<file path="src/strap_defaults_pkg.sv">
package strap_defaults_pkg;
  // ---------------------------------------------------------------------
  // Register map (byte addresses)
  // ---------------------------------------------------------------------
  localparam logic [7:0] PORT2_CTRL_ADDR  = 8'h00;
  localparam logic [7:0] EXT_CTRL_ADDR    = 8'h04;
  localparam logic [7:0] VPHY_CTRL_ADDR   = 8'h08;
  localparam logic [7:0] PARTNER_ADDR     = 8'h0C;
  localparam logic [7:0] ADVERT_ADDR      = 8'h10;
  localparam logic [7:0] LOADER_ADDR      = 8'h14;
  localparam logic [7:0] STATUS_ADDR      = 8'h18;

  // ---------------------------------------------------------------------
  // Field positions
  // ---------------------------------------------------------------------
  localparam int MANUAL_BIT      = 0;
  localparam int TX_PAUSE_BIT    = 1;
  localparam int RX_PAUSE_BIT    = 2;
  localparam int BACKPRESS_BIT   = 3;
  localparam int HEARTBEAT_BIT   = 0;
  localparam int SYM_PAUSE_BIT   = 10;
  localparam int LP_100FD_BIT    = 8;
  localparam int LP_100HD_BIT    = 7;
  localparam int LP_10FD_BIT     = 6;
  localparam int LP_10HD_BIT     = 5;
  localparam int LP_PAUSE_BIT    = 10;
  localparam int ST_SPEED_BIT    = 0;
  localparam int ST_DUPLEX_BIT   = 1;
  localparam int ST_MAC_BIT      = 2;
  localparam int ST_DONE_BIT     = 3;

  // Selector field in partner ability (IEEE 802.3)
  localparam logic [4:0] SELECTOR_8023 = 5'h01;

  // AXI responses
  localparam logic [1:0] RESP_OKAY   = 2'h0;
  localparam logic [1:0] RESP_SLVERR = 2'h2;
endpackage

</file>
<file path="src/strap_defaults.sv">
// Functional notes
// Port 2 strap low: autoneg pause, advertise symmetric pause bit 10.
// Port 2 strap high: pause from tx/rx enables, bit 10 cleared.
// Partner ability built from speed strap, duplex polarity and duplex pin.
// Fallback speed is 10Mbps on low speed strap, 100Mbps on high.
// Full duplex when duplex pin equals polarity strap, else half duplex.
// Port 0 backpressure enable defaults from its strap.
// Port 0 tx and rx pause enables default from full-duplex strap.
// Port 0 manual pause select defaults from its strap.
// In MAC mode the port 0 manual strap is ignored; host sets pause.
// Heartbeat-off bit 0 defaults to its strap value.
// The EEPROM loader may override soft-strap values.
// Straps load only as defaults; software rewrites stay.
`timescale 1ns/10ps
module strap_defaults
  import strap_defaults_pkg::*;
(
  input  wire logic        MCLK_I,
  input  wire logic        RST_I,
  input  wire logic        PORT2_MANUAL_STRAP_I,
  input  wire logic        PORT2_PAUSE_STRAP_I,
  input  wire logic        EXT_SPEED_STRAP_I,
  input  wire logic        EXT_DUPLEX_POL_STRAP_I,
  input  wire logic        EXT_DUPLEX_PIN_I,
  input  wire logic        EXT_BACKPRESS_STRAP_I,
  input  wire logic        EXT_PAUSE_STRAP_I,
  input  wire logic        EXT_MANUAL_STRAP_I,
  input  wire logic        HEARTBEAT_OFF_STRAP_I,
  input  wire logic        MAC_MODE_I,
  input  wire logic [31:0] AWADDR,
  input  wire logic        AWVALID,
  output logic             AWREADY,
  input  wire logic [31:0] WDATA,
  input  wire logic [3:0]  WSTRB,
  input  wire logic        WVALID,
  output logic             WREADY,
  output logic [1:0]       BRESP,
  output logic             BVALID,
  input  wire logic        BREADY,
  input  wire logic [31:0] ARADDR,
  input  wire logic        ARVALID,
  output logic             ARREADY,
  output logic [31:0]      RDATA,
  output logic [1:0]       RRESP,
  output logic             RVALID,
  input  wire logic        RREADY,
  output logic             PORT2_MANUAL_O,
  output logic             PORT2_TX_PAUSE_O,
  output logic             PORT2_RX_PAUSE_O,
  output logic             EXT_MANUAL_O,
  output logic             EXT_TX_PAUSE_O,
  output logic             EXT_RX_PAUSE_O,
  output logic             EXT_BACKPRESS_O,
  output logic             EXT_FALLBACK_100_O,
  output logic             EXT_FULL_DUPLEX_O,
  output logic             HEARTBEAT_OFF_O,
  output logic             SYM_PAUSE_ADV_O
);

  // ---------------------------------------------------------------------
  // State
  // ---------------------------------------------------------------------
  typedef enum logic [1:0] {
    ST_LATCH = 2'h0,
    ST_RUN   = 2'h1
  } phase_type;

  typedef struct packed {
    phase_type   phase;
    logic [3:0]  port2;
    logic [3:0]  ext;
    logic        heartbeat;
    logic        advert;
    logic        speed;
    logic        duplex;
    logic        mac;
    logic [31:0] aw_addr;
    logic        aw_full;
    logic [31:0] w_data;
    logic [3:0]  w_strb;
    logic        w_full;
    logic        bvalid;
    logic [1:0]  bresp;
    logic        rvalid;
    logic [31:0] rdata;
    logic [1:0]  rresp;
  } state_type;

  state_type cur;
  state_type next_cur;

  logic [31:0] partner;
  logic        do_write;
  logic        do_read;
  logic        full_dup;
  logic [31:0] wmask;

  // Duplex resolved from pin level against polarity strap
  assign full_dup = (EXT_DUPLEX_PIN_I == EXT_DUPLEX_POL_STRAP_I);

  // Partner ability word from the stored speed and duplex
  always_comb begin
    partner = 32'h0000_0000;
    partner[4:0] = SELECTOR_8023;
    partner[LP_100FD_BIT] = cur.speed & cur.duplex;
    partner[LP_100HD_BIT] = cur.speed & ~cur.duplex;
    partner[LP_10FD_BIT]  = ~cur.speed & cur.duplex;
    partner[LP_10HD_BIT]  = ~cur.speed & ~cur.duplex;
    partner[LP_PAUSE_BIT] = cur.duplex;
  end

  // Byte-lane mask for writes
  always_comb begin
    wmask = {{8{cur.w_strb[3]}}, {8{cur.w_strb[2]}},
             {8{cur.w_strb[1]}}, {8{cur.w_strb[0]}}};
  end

  assign AWREADY  = ~cur.aw_full & (cur.phase == ST_RUN);
  assign WREADY   = ~cur.w_full & (cur.phase == ST_RUN);
  assign ARREADY  = ~cur.rvalid & (cur.phase == ST_RUN);
  assign do_write = cur.aw_full & cur.w_full & ~cur.bvalid;
  assign do_read  = ARVALID & ARREADY;

  // ---------------------------------------------------------------------
  // Next state
  // ---------------------------------------------------------------------
  always_comb begin
    logic [31:0] wv;
    wv = cur.w_data & wmask;
    next_cur = cur;
    unique case (cur.phase)
      ST_LATCH: begin
        // Straps captured once after reset release
        next_cur.port2[MANUAL_BIT]   = PORT2_MANUAL_STRAP_I;
        next_cur.port2[TX_PAUSE_BIT] = PORT2_PAUSE_STRAP_I;
        next_cur.port2[RX_PAUSE_BIT] = PORT2_PAUSE_STRAP_I;
        next_cur.advert = ~PORT2_MANUAL_STRAP_I;
        next_cur.ext[BACKPRESS_BIT] = EXT_BACKPRESS_STRAP_I;
        next_cur.ext[TX_PAUSE_BIT]  = EXT_PAUSE_STRAP_I;
        next_cur.ext[RX_PAUSE_BIT]  = EXT_PAUSE_STRAP_I;
        // MAC mode ignores the strap and forces manual control on
        next_cur.ext[MANUAL_BIT] = MAC_MODE_I ? 1'b1
                                              : EXT_MANUAL_STRAP_I;
        next_cur.heartbeat = HEARTBEAT_OFF_STRAP_I;
        next_cur.speed  = EXT_SPEED_STRAP_I;
        next_cur.duplex = full_dup;
        next_cur.mac    = MAC_MODE_I;
        next_cur.phase  = ST_RUN;
      end
      ST_RUN: begin
        if (AWVALID && AWREADY) begin
          next_cur.aw_addr = AWADDR;
          next_cur.aw_full = 1'b1;
        end
        if (WVALID && WREADY) begin
          next_cur.w_data = WDATA;
          next_cur.w_strb = WSTRB;
          next_cur.w_full = 1'b1;
        end
        if (do_write) begin
          next_cur.aw_full = 1'b0;
          next_cur.w_full  = 1'b0;
          next_cur.bvalid  = 1'b1;
          next_cur.bresp   = RESP_OKAY;
          // Software and loader writes replace defaults for good
          unique case (cur.aw_addr[7:0])
            PORT2_CTRL_ADDR: begin
              next_cur.port2 = (cur.port2 & ~wmask[3:0]) | wv[3:0];
              next_cur.advert = ~((cur.port2[MANUAL_BIT] & ~wmask[0])
                                  | wv[MANUAL_BIT]);
            end
            EXT_CTRL_ADDR:
              next_cur.ext = (cur.ext & ~wmask[3:0]) | wv[3:0];
            VPHY_CTRL_ADDR:
              if (wmask[HEARTBEAT_BIT])
                next_cur.heartbeat = wv[HEARTBEAT_BIT];
            LOADER_ADDR: begin
              // Loader override of the port 0 fallback straps
              if (wmask[ST_SPEED_BIT])
                next_cur.speed = wv[ST_SPEED_BIT];
              if (wmask[ST_DUPLEX_BIT])
                next_cur.duplex = wv[ST_DUPLEX_BIT];
            end
            default: next_cur.bresp = RESP_SLVERR;
          endcase
        end
        if (cur.bvalid && BREADY)
          next_cur.bvalid = 1'b0;
        if (cur.rvalid && RREADY)
          next_cur.rvalid = 1'b0;
        if (do_read) begin
          next_cur.rvalid = 1'b1;
          next_cur.rresp  = RESP_OKAY;
          next_cur.rdata  = 32'h0000_0000;
          unique case (ARADDR[7:0])
            PORT2_CTRL_ADDR: next_cur.rdata[3:0] = cur.port2;
            EXT_CTRL_ADDR:   next_cur.rdata[3:0] = cur.ext;
            VPHY_CTRL_ADDR:
              next_cur.rdata[HEARTBEAT_BIT] = cur.heartbeat;
            PARTNER_ADDR:    next_cur.rdata = partner;
            ADVERT_ADDR:
              next_cur.rdata[SYM_PAUSE_BIT] = cur.advert;
            LOADER_ADDR, STATUS_ADDR: begin
              next_cur.rdata[ST_SPEED_BIT]  = cur.speed;
              next_cur.rdata[ST_DUPLEX_BIT] = cur.duplex;
              next_cur.rdata[ST_MAC_BIT]    = cur.mac;
              next_cur.rdata[ST_DONE_BIT]   = 1'b1;
            end
            default: next_cur.rresp = RESP_SLVERR;
          endcase
        end
      end
      default: next_cur.phase = ST_LATCH;
    endcase
  end

  // ---------------------------------------------------------------------
  // Registers
  // ---------------------------------------------------------------------
  always_ff @(posedge MCLK_I or posedge RST_I) begin
    if (RST_I) begin
      cur <= '0;
    end else begin
      cur <= next_cur;
    end
  end

  // Outputs straight from state flops
  assign BVALID             = cur.bvalid;
  assign BRESP              = cur.bresp;
  assign RVALID             = cur.rvalid;
  assign RDATA              = cur.rdata;
  assign RRESP              = cur.rresp;
  assign PORT2_MANUAL_O     = cur.port2[MANUAL_BIT];
  assign PORT2_TX_PAUSE_O   = cur.port2[TX_PAUSE_BIT];
  assign PORT2_RX_PAUSE_O   = cur.port2[RX_PAUSE_BIT];
  assign EXT_MANUAL_O       = cur.ext[MANUAL_BIT];
  assign EXT_TX_PAUSE_O     = cur.ext[TX_PAUSE_BIT];
  assign EXT_RX_PAUSE_O     = cur.ext[RX_PAUSE_BIT];
  assign EXT_BACKPRESS_O    = cur.ext[BACKPRESS_BIT];
  assign EXT_FALLBACK_100_O = cur.speed;
  assign EXT_FULL_DUPLEX_O  = cur.duplex;
  assign HEARTBEAT_OFF_O    = cur.heartbeat;
  assign SYM_PAUSE_ADV_O    = cur.advert;
endmodule // strap_defaults

</file>
<file path="config.mk">
export PLATFORM = sky130hd
export DESIGN_NAME = strap_defaults
export DESIGN_NICKNAME = d
export VERILOG_FILES = /design/src/strap_defaults_pkg.sv /design/src/strap_defaults.sv
export SDC_FILE = /design/constraint.sdc
export NUM_CORES = 1
export LEC_CHECK = 0
export ABC_AREA = 1
export BUFFER_PORTS_ARGS = -buffer_cell sky130_fd_sc_hd__clkbuf_2
export CAP_MARGIN = 40
export CORE_MARGIN = 2
export CORE_UTILIZATION = 38
export DETAILED_ROUTE_END_ITERATION = 8
export GPL_TIMING_DRIVEN = 0
export PLACE_DENSITY = 0.75
export SYNTH_ARGS = -nofsm -noshare
export SYNTH_HDL_FRONTEND = slang
export SYNTH_SLANG_ARGS = --single-unit
export TNS_END_PERCENT = 50
</file>
<file path="constraint.sdc">
create_clock -name MCLK_I -period 1.7 [get_ports MCLK_I]
set_input_delay 0.085 -clock MCLK_I [delete_from_list [all_inputs] [get_ports MCLK_I]]
set_output_delay 0.085 -clock MCLK_I [all_outputs]
set_load 0.05 [all_outputs]
</file>
======== Word-level counts from Yosys, hierarchy flattened ========
Cells that the tools add are included.
cells by class
  $add $sub $neg .......................... 0
  multipliers ............................. 0
  divide/modulo/power cells ............... 0
  order comparisons ....................... 0
  equal/unequal tests ..................... 17
  shift operators ......................... 0
  multiplexer cells ....................... 24
  bitwise operators ....................... 27
  reductions and logical operators ........ 28
operator list
  cell                  count
  $mux W35              1
  $eq A8 B5 Y1 const B  4
  $eq A8 B4 Y1 const B  3
  $pmux W11 S2          1
  $eq A8 B3 Y1 const B  2
  $logic_not A8 Y1      2
  $reduce_and A2 Y1     8
  $and A4 B4 Y4         3
  $and A1 B1 Y1         11
  $mux W11              1
  $mux W1               10
  $reduce_bool A2 Y1    5
  $not A1 Y1            9
  $pmux W3 S3           1
  $reduce_and A3 Y1     3
  $mux W4               2
  $ne A2 B1 Y1 const B  4
  $or A4 B4 Y4          2
  $reduce_and A4 Y1     2
  $reduce_or A7 Y1      1
  $mux W2               3
  $mux W5               1
  $pmux W1 S5           1
  $logic_and A1 B1 Y1   4
  other kinds (11)      12
word-level totals
  flip-flop bits (word level) ............. 47
  latch bits .............................. 0
  memory bits (writable) .................. 0
  bits in read-only memories .............. 0
  bits of input ports ..................... 117
  output and inout port bits .............. 52
  word-level logic and storage cells ...... 115
  memories ................................ 0

======== Logic depth before layout (Yosys ltp) ========
Gate-level depths: netlist (run 1).
  word-level depth ........................ 7
  depth in mapped cells ................... 9
  depth with buffers taken out ............ 9

======== Least setup slack after synthesis (run 1) ========
OpenSTA, ideal clock, no wires.
  kind .................................... register to register
  start ................................... reg cur (netlist bit RVALID)
  end ..................................... reg cur (netlist bit RDATA[0])
  arrival time ............................ 1517 ps
  required time ........................... 1585 ps
  slack ................................... 67 ps
  stages on the path, launching flop included .. 8
  buffers on the path ..................... 1
  period minus slack after synthesis ...... 1633 ps
  cells stage by stage .................... dfrtp_1 nor2_4 nand2_2 buf_2 nor2_1 nand2_1 nor2_1 nor2_1
between the ends
  cells in the longest elaborated chain, start to end .. 4
ends and longest elaborated chain
  element                             RTL line               text
  start, declared                     strap_defaults.sv:89   state_type cur;
  start signal, assigned              strap_defaults.sv:224  cur <= next_cur;
  $not A1 Y1                          strap_defaults.sv:120  assign ARREADY = ~cur.rvalid & (cur.phase == ST_RUN);
  $and A1 B1 Y1                       strap_defaults.sv:120
  named net ARREADY                   strap_defaults.sv:42   output logic ARREADY,
  $and A1 B1 Y1                       strap_defaults.sv:122  assign do_read = ARVALID & ARREADY;
  $reduce_and A2 Y1 (no source line)  --
The timed path passes the listed nets, and every way through them passes these cells.
A chain may end at the register's enable or synchronous reset.

==> results_dict.tcl, run 1 <==
set metrics [dict create \
    fin_cells 482 \
    crit_path_cell_trace "nor2_1 > nand3_1 > nor2_1 > nand2_1 > nand2_2 > nand2_1 > nand2_1 > nand2_1" \
    h-tree-depth 2 \
    fp.dieW_um 82.99 \
    crit_family "simple AND/OR/NAND/NOR gates" \
    synth_edf_count 0 \
    min_path_type "primary input to flop" \
    num_vias 2084 \
    final_core_util 0.5033 \
    critical_path_class "flop to flop" \
    seq_area_frac_synth 0.4433 \
    post-cts-setup-buffers 0 \
    ys_warn_count 0 \
    cp.arrival_ns 1.67 \
    ant_nets 0 \
    grt_pass1_wl_um 8776 \
    cp_max_fo 6 \
    gp_congestion 0.8027 \
    drive_gt1_frac 0.3219 \
    dp_cells 473 \
    initial_core_util 0.3958 \
    synth.cell_area_um2 2371 \
    grt_usage 0.1557 \
    cts_hold_buf 1 \
    p_leak_nw 1.734 \
    synth_flop_cell "dfrtp_1" \
    clkTransAtPathRegs_ns 0.08 \
    status "complete, no violations" \
    fin_crit_sh 0.8718 \
    firstDrtPassIters 4 \
    drt_wl_total_um 5192 \
    finalMaxSlewViolations 0 \
    rrSetupSlack_ns 0.22 \
    clockBufferDepth 2 \
    max-cap-violations 0 \
    core-area_um2 5991 \
    multi_input_area_um2 1001 \
    cp-start-kind "flop" \
    cts_tree "yes" \
    nets 523 \
    cp_common_cell "nand2_1" \
    die_y_um 82.99 \
    skew_ns 0.004135 \
    grt_antenna_before_repair 0 \
    final-setup-viol-count 0 \
    fin_crit_ns 1.482 \
    post-dp-hpwl_um 4153 \
    drc_errors 0 \
    fillers 629 \
    io_pins 169 \
    rsz0062_at_grt "no" \
    grt_remaining_overflow 0 \
    port_buffers 64 \
    cts_root_buf "clkbuf_8" \
    first_global_vias 1989 \
    drt_iter0_drc 74 \
    hold_viol_final 0 \
    cts_resized 0 \
    die_area_um2 6887 \
    avgRoutedWirePerCell_um 10.77 \
    num_antenna_cells 0 \
    clock-sinks 42 \
    ys_types 25 \
    ff_latch_area_um2 1051 \
    whs_ns 0.01667 \
    synthArstFlopShare 1.000 \
    fin_setup_tns_ns 0 \
    num_rows 28 \
    slowest_stage "dfrtp_1" \
    cp.required_ns 1.89 \
    syn_area_per_cell_um2 7.673 \
    post-place-ws_ns 0.2636 \
    ir_drop_v 0.0008163 \
    slowest_delay_ns 0.39 \
    syn_to_final_growth_pct 27.18 \
    power_density_nw_per_um2 1315 \
    vias_per_cell 4.324 \
    clk-insertion-delay-late_ns 0.29 \
    crit_buf_inv 0 \
    grt_max_degree 41 \
    synth-seq-cells 42 \
    final.setup.worst_slack_ns 0.2179 \
    cp-end-kind "flop" \
    fmax_mhz 674.7 \
    cts_buffers 5 \
    netlist_instances 309 \
]
==> power breakdown <==
| part | total (W) | internal, W | leakage (nW) | switching, W |
|---|---|---|---|---|
| logic | 0.00168 | 0.000508 | 1.17 | 0.00118 |
| registers | 0.00153 | 0.00131 | 0.510 | 0.000221 |
| clock network | 0.000749 | 0.000410 | 0.0575 | 0.000339 |
==> stage by stage <==
step / total power [W] / instance area, µm²
floorplan: 0.002848 / 2461
global placement: 0.003195 / 2875
detailed placement: 0.003245 / 2895
CTS: 0.003998 / 3015
global route: 0.004220 / 3015
finish: 0.003967 / 3015
==> routing by layer <==
metal,part of all wire,global-route usage
met1,0.44,0.1905
met4,0.0081,0.03726
met3,0.059,0.03181
met2,0.49,0.2801
met5,0,0
==> worst reg2reg max path, cell delays in order, from the launching register on <==
cell and delay (ns):
dfrtp_1 0.39, nor2_1 0.18, nand3_1 0.15, nor2_1 0.23, nand2_1 0.13, nand2_2 0.12, nand2_1 0.08, nand2_1 0.06
nand2_1 0.04
==> layout make-up <==
cell class,count,area share
Sequential cell,42,0.3485
Multi-Input combinational cell,221,0.3320
Timing Repair Buffer,66,0.1162
Buffer,40,0.09834
Inverter,30,0.03734
Clock buffer,8,0.03651
Tap cell,75,0.03112
==> cells in the mapped netlist, types with 2 or more instances <==
cell,instances,area share
nand2_1,90,0.14
dfrtp_1,42,0.44
buf_4,36,0.11
nor2_1,33,0.052
inv_1,28,0.044
nand3_1,26,0.055
o21ai_0,15,0.032
a21oi_1,8,0.017
mux2_2,4,0.019
nand2_2,4,0.011
buf_2,3,0.0063
conb_1,2,0.0032
inv_2,2,0.0032
mux2_4,2,0.013
nor2_4,2,0.0095
o21ai_1,2,0.0042
or2_2,2,0.0053
==> placed cells by master (no fill, tap or decap) <==
cell	n
clkbuf_2	64
nor2_4	2
nand4_1	1
mux2_4	2
inv_2	3
conb_1	26
buf_2	3
or2_2	2
buf_12	1
mux2_2	4
o21ai_0	15
or2_0	1
nand2_2	4
clkbuf_8	8
o21a_1	1
xor2_1	1
nor2_1	33
a21oi_1	8
o21ai_1	2
buf_4	36
o221ai_1	1
dlygate4sd3_1	1
nand3_1	26
nand2_1	90
o211ai_1	1
nor2_2	1
dfrtp_1	42
inv_1	27
buf_6	1
==> worst paths after layout <==
kind	to	from	depth (start not counted)
min	cur[44]	WDATA[1]	2
max	flop	cur[83]	8
min reg2reg	RDATA[8]	RDATA[8]	2
max in group asynchronous	cur[78]	RST_I	4
min in group asynchronous	RDATA[10]	RST_I	3
max reg2reg	flop	cur[83]	8
==> kinds of logic (layout without fill, tap and decap cells) <==
group | after synthesis | after routing | synth area share
AND/OR/NAND/NOR | 160 | 160 | 0.2828
other | 2 | 26 | 0.003167
flip-flops | 42 | 42 | 0.4433
buffers and inverters | 70 | 144 | 0.1726
XOR/XNOR | 1 | 1 | 0.003695
AO/OA/AOI/OAI | 28 | 28 | 0.06280
multiplexers | 6 | 6 | 0.03166
Note: power is estimated with default switching activity, not from simulation.
==> run 2: changes to the inputs <==
--- a/config.mk
+++ b/config.mk
@@ -8,6 +8,7 @@
 export ABC_AREA = 1
 export BUFFER_PORTS_ARGS = -buffer_cell sky130_fd_sc_hd__clkbuf_2
 export CAP_MARGIN = 40
+export CORE_ASPECT_RATIO = 0.6
 export CORE_MARGIN = 2
 export CORE_UTILIZATION = 38
 export DETAILED_ROUTE_END_ITERATION = 8
==> run 2 against run 1 <==
  * Global-route usage rose by 0.62 points
  * Count of clock-buffer cells in the layout fell by 1
  * Maximum frequency fell by 0.18%
  * Flip-flop and latch count did not move
  * Combinational power rose by 2%
  * Worst setup slack got worse by 0.0026 ns
  * Clock skew rose by 0.0041 ns
  * First-iteration DRC count rose by 24%
  * Wire length rose by 6.0%
  * Power fell by 2.6%
  * Final cell count rose by 1.7%
  * Critical path type unchanged
  * Largest power group unchanged
==> results_dict.tcl, run 2 (synthesis results as in run 1) <==
set metrics [dict create \
    cp-end-kind "flop" \
    rsz0062_at_grt "no" \
    initial_core_util 0.3898 \
    fp.dieW_um 106.0 \
    num_antenna_cells 0 \
    final_common_cell "nand2_1" \
    drt_wl_total_um 5506 \
    io_pins 169 \
    cts_tree "yes" \
    fin_setup_tns_ns 0 \
    drt_iter0_drc 92 \
    gp_congestion 0.9086 \
    power.share.combinational 0.444 \
    clkTransAtPathRegs_ns 0.07 \
    cts_root_buf "clkbuf_8" \
    core-area_um2 6083 \
    cp.required_ns 1.88 \
    final_cell_mix "nand2_1, clkbuf_2, dfrtp_1, buf_4, nor2_1" \
    power_density_nw_per_um2 1291 \
    firstDrtPassIters 4 \
    max-cap-violations 0 \
    grt_remaining_overflow 0 \
    switching_share 0.4558 \
    fin_crit_ns 1.485 \
    post-dp-hpwl_um 4550 \
    fillers 630 \
    ir_drop_v 0.0005785 \
    clock-sinks 42 \
    port_buffers 64 \
    p_leak_nw 1.715 \
    fin_cells 490 \
    final-setup-viol-count 0 \
    clockBufferDepth 2 \
    avgRoutedWirePerCell_um 11.24 \
    fin_crit_sh 0.8734 \
    final.setup.worst_slack_ns 0.2153 \
    finalMaxSlewViolations 0 \
    clkPwrFrac 0.156 \
    h-tree-depth 2 \
    power_frac_seq 0.400 \
    min_path_type "primary input to flop" \
    ant_nets 0 \
    total_power_w 0.003864 \
    grt_usage 0.1619 \
    cts_buffers 5 \
    vias_per_cell 4.316 \
    num_vias 2115 \
    num_rows 22 \
    critical_path_class "flop to flop" \
    first_global_vias 1864 \
    syn_to_final_growth_pct 26.23 \
    post-place-ws_ns 0.2664 \
    fmax_mhz 673.5 \
    p_switching_w 0.001761 \
    internal_power_w 0.002103 \
    die_area_um2 6908 \
    cp.arrival_ns 1.67 \
    cp-start-kind "flop" \
    status "complete, no violations" \
    nets 523 \
    grt_antenna_before_repair 0 \
    drive_gt1_frac 0.3153 \
    die_y_um 65.19 \
    post-cts-setup-buffers 0 \
    skew_ns 0.008283 \
    clk-insertion-delay-late_ns 0.29 \
    hold_viol_final 0 \
    dp_cells 482 \
    drc_errors 0 \
    cp_max_fo 6 \
    grt_max_degree 27 \
    grt_pass1_wl_um 8783 \
]
## run 2: changes by cell type in the layout (fill, tap and decap cells not counted)
| cell | previous run | this run |
|---|---|---|
| clkbuf_8 | 8 | 5 |
| clkbuf_1 | 0 | 2 |
## run 2: worst max-delay path: stages, from the launching register on
cell and delay [ns]:
dfrtp_1 0.40, nor2_1 0.18, nand3_1 0.15, nor2_1 0.20
nand2_1 0.12, nand2_2 0.14, nand2_1 0.09, nand2_1 0.07
nand2_1 0.05
## run 2: metal layers
metal  vias up  global-route usage  share of wire  wire [µm]
met3         5             0.03274          0.089        491
met4         0             0.04441         0.0091         50
met1       932              0.2502           0.52       2853
met5         -                   0              0          0
met2        81              0.2274           0.38       2111
li1       1097                   -              -          -
## run 2: final cells by class
class | count | area, µm² | share of cell area
Clock buffer | 7 | 76.32 | 0.02550
Tap cell | 84 | 105.1 | 0.03512
Timing Repair Buffer | 66 | 350.3 | 0.1171
Buffer | 40 | 296.5 | 0.09908
Multi-Input combinational cell | 221 | 1001 | 0.3344
Sequential cell | 42 | 1051 | 0.3512
Inverter | 30 | 112.6 | 0.03763
## run 2: path summary, 6_finish.rpt
check / slack [ns] / startpoint / cells past startpoint / to
min reg2reg: 0.49 / cur[108] / 2 / cur[108]
min in group asynchronous: 0.31 / RST_I / 3 / cur[77]
max: 0.22 / cur[83] / 8 / flop
max reg2reg: 0.22 / cur[83] / 8 / flop
max in group asynchronous: 0.93 / RST_I / 4 / RVALID
min: 0.03 / AWADDR[0] / 2 / cur[76]
## run 2: what timing repair did
action / in CTS / in global routing
hold endpoints to repair: 16 / 0
hold buffers: 1 / 0
gates resized for setup: 0 / 0
## run 2: power by group through the flow
stage,logic [W],clock network [W],registers [W]
after floorplan,0.00101,0,0.00184
after global placement,0.00167,0,0.00155
after detailed placement,0.00171,0,0.00156
after CTS,0.00172,0.000618,0.00154
after global routing,0.00187,0.000659,0.00159
final,0.00172,0.000603,0.00154
## run 2: through the flow
| step | hold WS, ns | instance area [µm²] | util |
|---|---|---|---|
| 3_3_place_gp | 0.3176 | 2887 | 0.4745 |
| 4_1_cts | 0.02213 | 2993 | 0.4920 |
| 3_5_place_dp | 0.07111 | 2907 | 0.4778 |
| 6_report | 0.02796 | 2993 | 0.4920 |
| 5_1_grt | 0.02278 | 2993 | 0.4920 |
| 2_1_floorplan | 0.1946 | 2461 | - |
==> run 3: changes to the inputs <==
--- a/config.mk
+++ b/config.mk
@@ -11,10 +11,11 @@
 export CORE_ASPECT_RATIO = 0.6
 export CORE_MARGIN = 2
 export CORE_UTILIZATION = 38
+export CTS_BUF_LIST = sky130_fd_sc_hd__clkbuf_8
 export DETAILED_ROUTE_END_ITERATION = 8
 export GPL_TIMING_DRIVEN = 0
 export PLACE_DENSITY = 0.75
 export SYNTH_ARGS = -nofsm -noshare
 export SYNTH_HDL_FRONTEND = slang
 export SYNTH_SLANG_ARGS = --single-unit
-export TNS_END_PERCENT = 50
+export TNS_END_PERCENT = 5
==> run 3 against run 2 <==
  * Via count is essentially flat
  * Maximum frequency is essentially flat
  * Critical path depth is the same
  * Wire length shrank 0.13%
==> results_dict.tcl, run 3 (synthesis results as in run 1) <==
set metrics [dict create \
    ant_nets 0 \
    h-tree-depth 2 \
    avgRoutedWirePerCell_um 11.22 \
    drt_wl_total_um 5499 \
    post-dp-hpwl_um 4550 \
    met1_usage 0.2502 \
    cp_max_fo 6 \
    drt_iter0_drc 93 \
    drive_gt1_frac 0.3153 \
    post-place-ws_ns 0.2664 \
    io_pins 169 \
    dp_cells 482 \
    final-setup-viol-count 0 \
    cp.arrival_ns 1.67 \
    hold_viol_final 0 \
    cts_tree "yes" \
    die_area_um2 6908 \
    port_buffers 64 \
    placed_area_um2 2907 \
    power.share.combinational 0.446 \
    cts_buffers 5 \
    post-cts-setup-buffers 0 \
    firstDrtPassIters 4 \
    clk-insertion-delay-late_ns 0.29 \
    slowest_stage "dfrtp_1" \
    internal_power_w 0.002091 \
    power_density_nw_per_um2 1287 \
    whs_path_depth 2 \
    clkPwrFrac 0.154 \
    cp.required_ns 1.88 \
    fin_setup_tns_ns 0 \
    hold_path_startpoint "AWADDR[0]" \
    reg2reg_from "cur[83]" \
    postLayoutCellArea_um2 2993 \
    cp-start-kind "flop" \
    crit_buf_inv 0 \
    crit_path_cell_trace "nor2_1 > nand3_1 > nor2_1 > nand2_1 > nand2_2 > nand2_1 > nand2_1 > nand2_1" \
    p_switching_w 0.001762 \
    crit_cells 8 \
    max-cap-violations 0 \
    whs_ns 0.02774 \
    grt_usage 0.1619 \
    final.setup.worst_slack_ns 0.2152 \
    use_met2 0.2274 \
    num_vias 2116 \
    cts_root_buf "clkbuf_8" \
    p_leak_nw 1.723 \
    die_y_um 65.19 \
    grt_max_degree 27 \
    startpoint "cur[83]" \
    rr_worst_depth 8 \
    ir_drop_v 0.0005786 \
    met3_usage 0.03274 \
    grt_pass1_wl_um 8783 \
    grt_remaining_overflow 0 \
    rsz0062_at_grt "no" \
    crit_family "simple AND/OR/NAND/NOR gates" \
    syn_to_final_growth_pct 26.23 \
    grt_antenna_before_repair 0 \
    critical_path_class "flop to flop" \
    cp_common_cell "nand2_1" \
    skew_ns 0.007513 \
    power_frac_seq 0.401 \
    clockBufferDepth 2 \
    status "complete, no violations" \
    clkTransAtPathRegs_ns 0.07 \
    drc_errors 0 \
    grt.busiest_layer "met1" \
    switching_share 0.4574 \
    final_common_cell "nand2_1" \
    final_cell_mix "nand2_1, clkbuf_2, dfrtp_1, buf_4, nor2_1" \
    finalMaxSlewViolations 0 \
    first_global_vias 1864 \
    fp.dieW_um 106.0 \
    nets 523 \
    min_path_type "primary input to flop" \
    fmax_mhz 673.5 \
    core-area_um2 6083 \
    vias_per_cell 4.318 \
    gp_congestion 0.9086 \
    slowest_delay_ns 0.40 \
    clock-sinks 42 \
    num_antenna_cells 0 \
    initial_core_util 0.3898 \
    fin_cells 490 \
    cp-end-kind "flop" \
    fin_crit_ns 1.485 \
    num_rows 22 \
    fin_crit_sh 0.8734 \
]
## run 3: layer usage
metal | part of all wire | vias up
met4 | 0.0091 | 0
met1 | 0.52 | 933
met3 | 0.092 | 5
met5 | 0 | -
li1 | - | 1096
met2 | 0.38 | 82
## run 3: through the flow
stage | util | power [W]
final | 0.4920 | 0.003853
after global placement | 0.4745 | 0.003226
after global routing | 0.4920 | 0.004102
after floorplan | - | 0.002848
after detailed placement | 0.4778 | 0.003276
after CTS | 0.4920 | 0.003868
## run 3: area by class of cell
class	instances	area, µm²
plain buffers	40	296.5
clock buffers	5	68.82
clock inverters	2	7.507
fillers	630	3090
inverters	30	112.6
multi-input cells	221	1001
flip-flops and latches	42	1051
well taps	84	105.1
repair buffers	66	350.3
## run 3: final timing paths
check                      endpoint  slack [ns]
min reg2reg                cur[108]        0.49
max                            flop        0.22
min                         cur[76]        0.03
max reg2reg                    flop        0.22
min in group asynchronous   cur[77]        0.31
max in group asynchronous    RVALID        0.93
## run 3: power groups by stage
stage               combinational (W)  clock [W]  sequential [W]
floorplan                     0.00101          0         0.00184
global placement              0.00167          0         0.00155
detailed placement            0.00171          0         0.00156
CTS                           0.00172   0.000607         0.00154
global route                  0.00187   0.000647         0.00159
finish                        0.00172   0.000593         0.00154
## run 3: timing repair
item | in CTS | in global routing
setup endpoints to repair | 0 | 0
hold endpoints to repair | 16 | 0
hold buffers | 1 | 0
resized for setup | 0 | 0
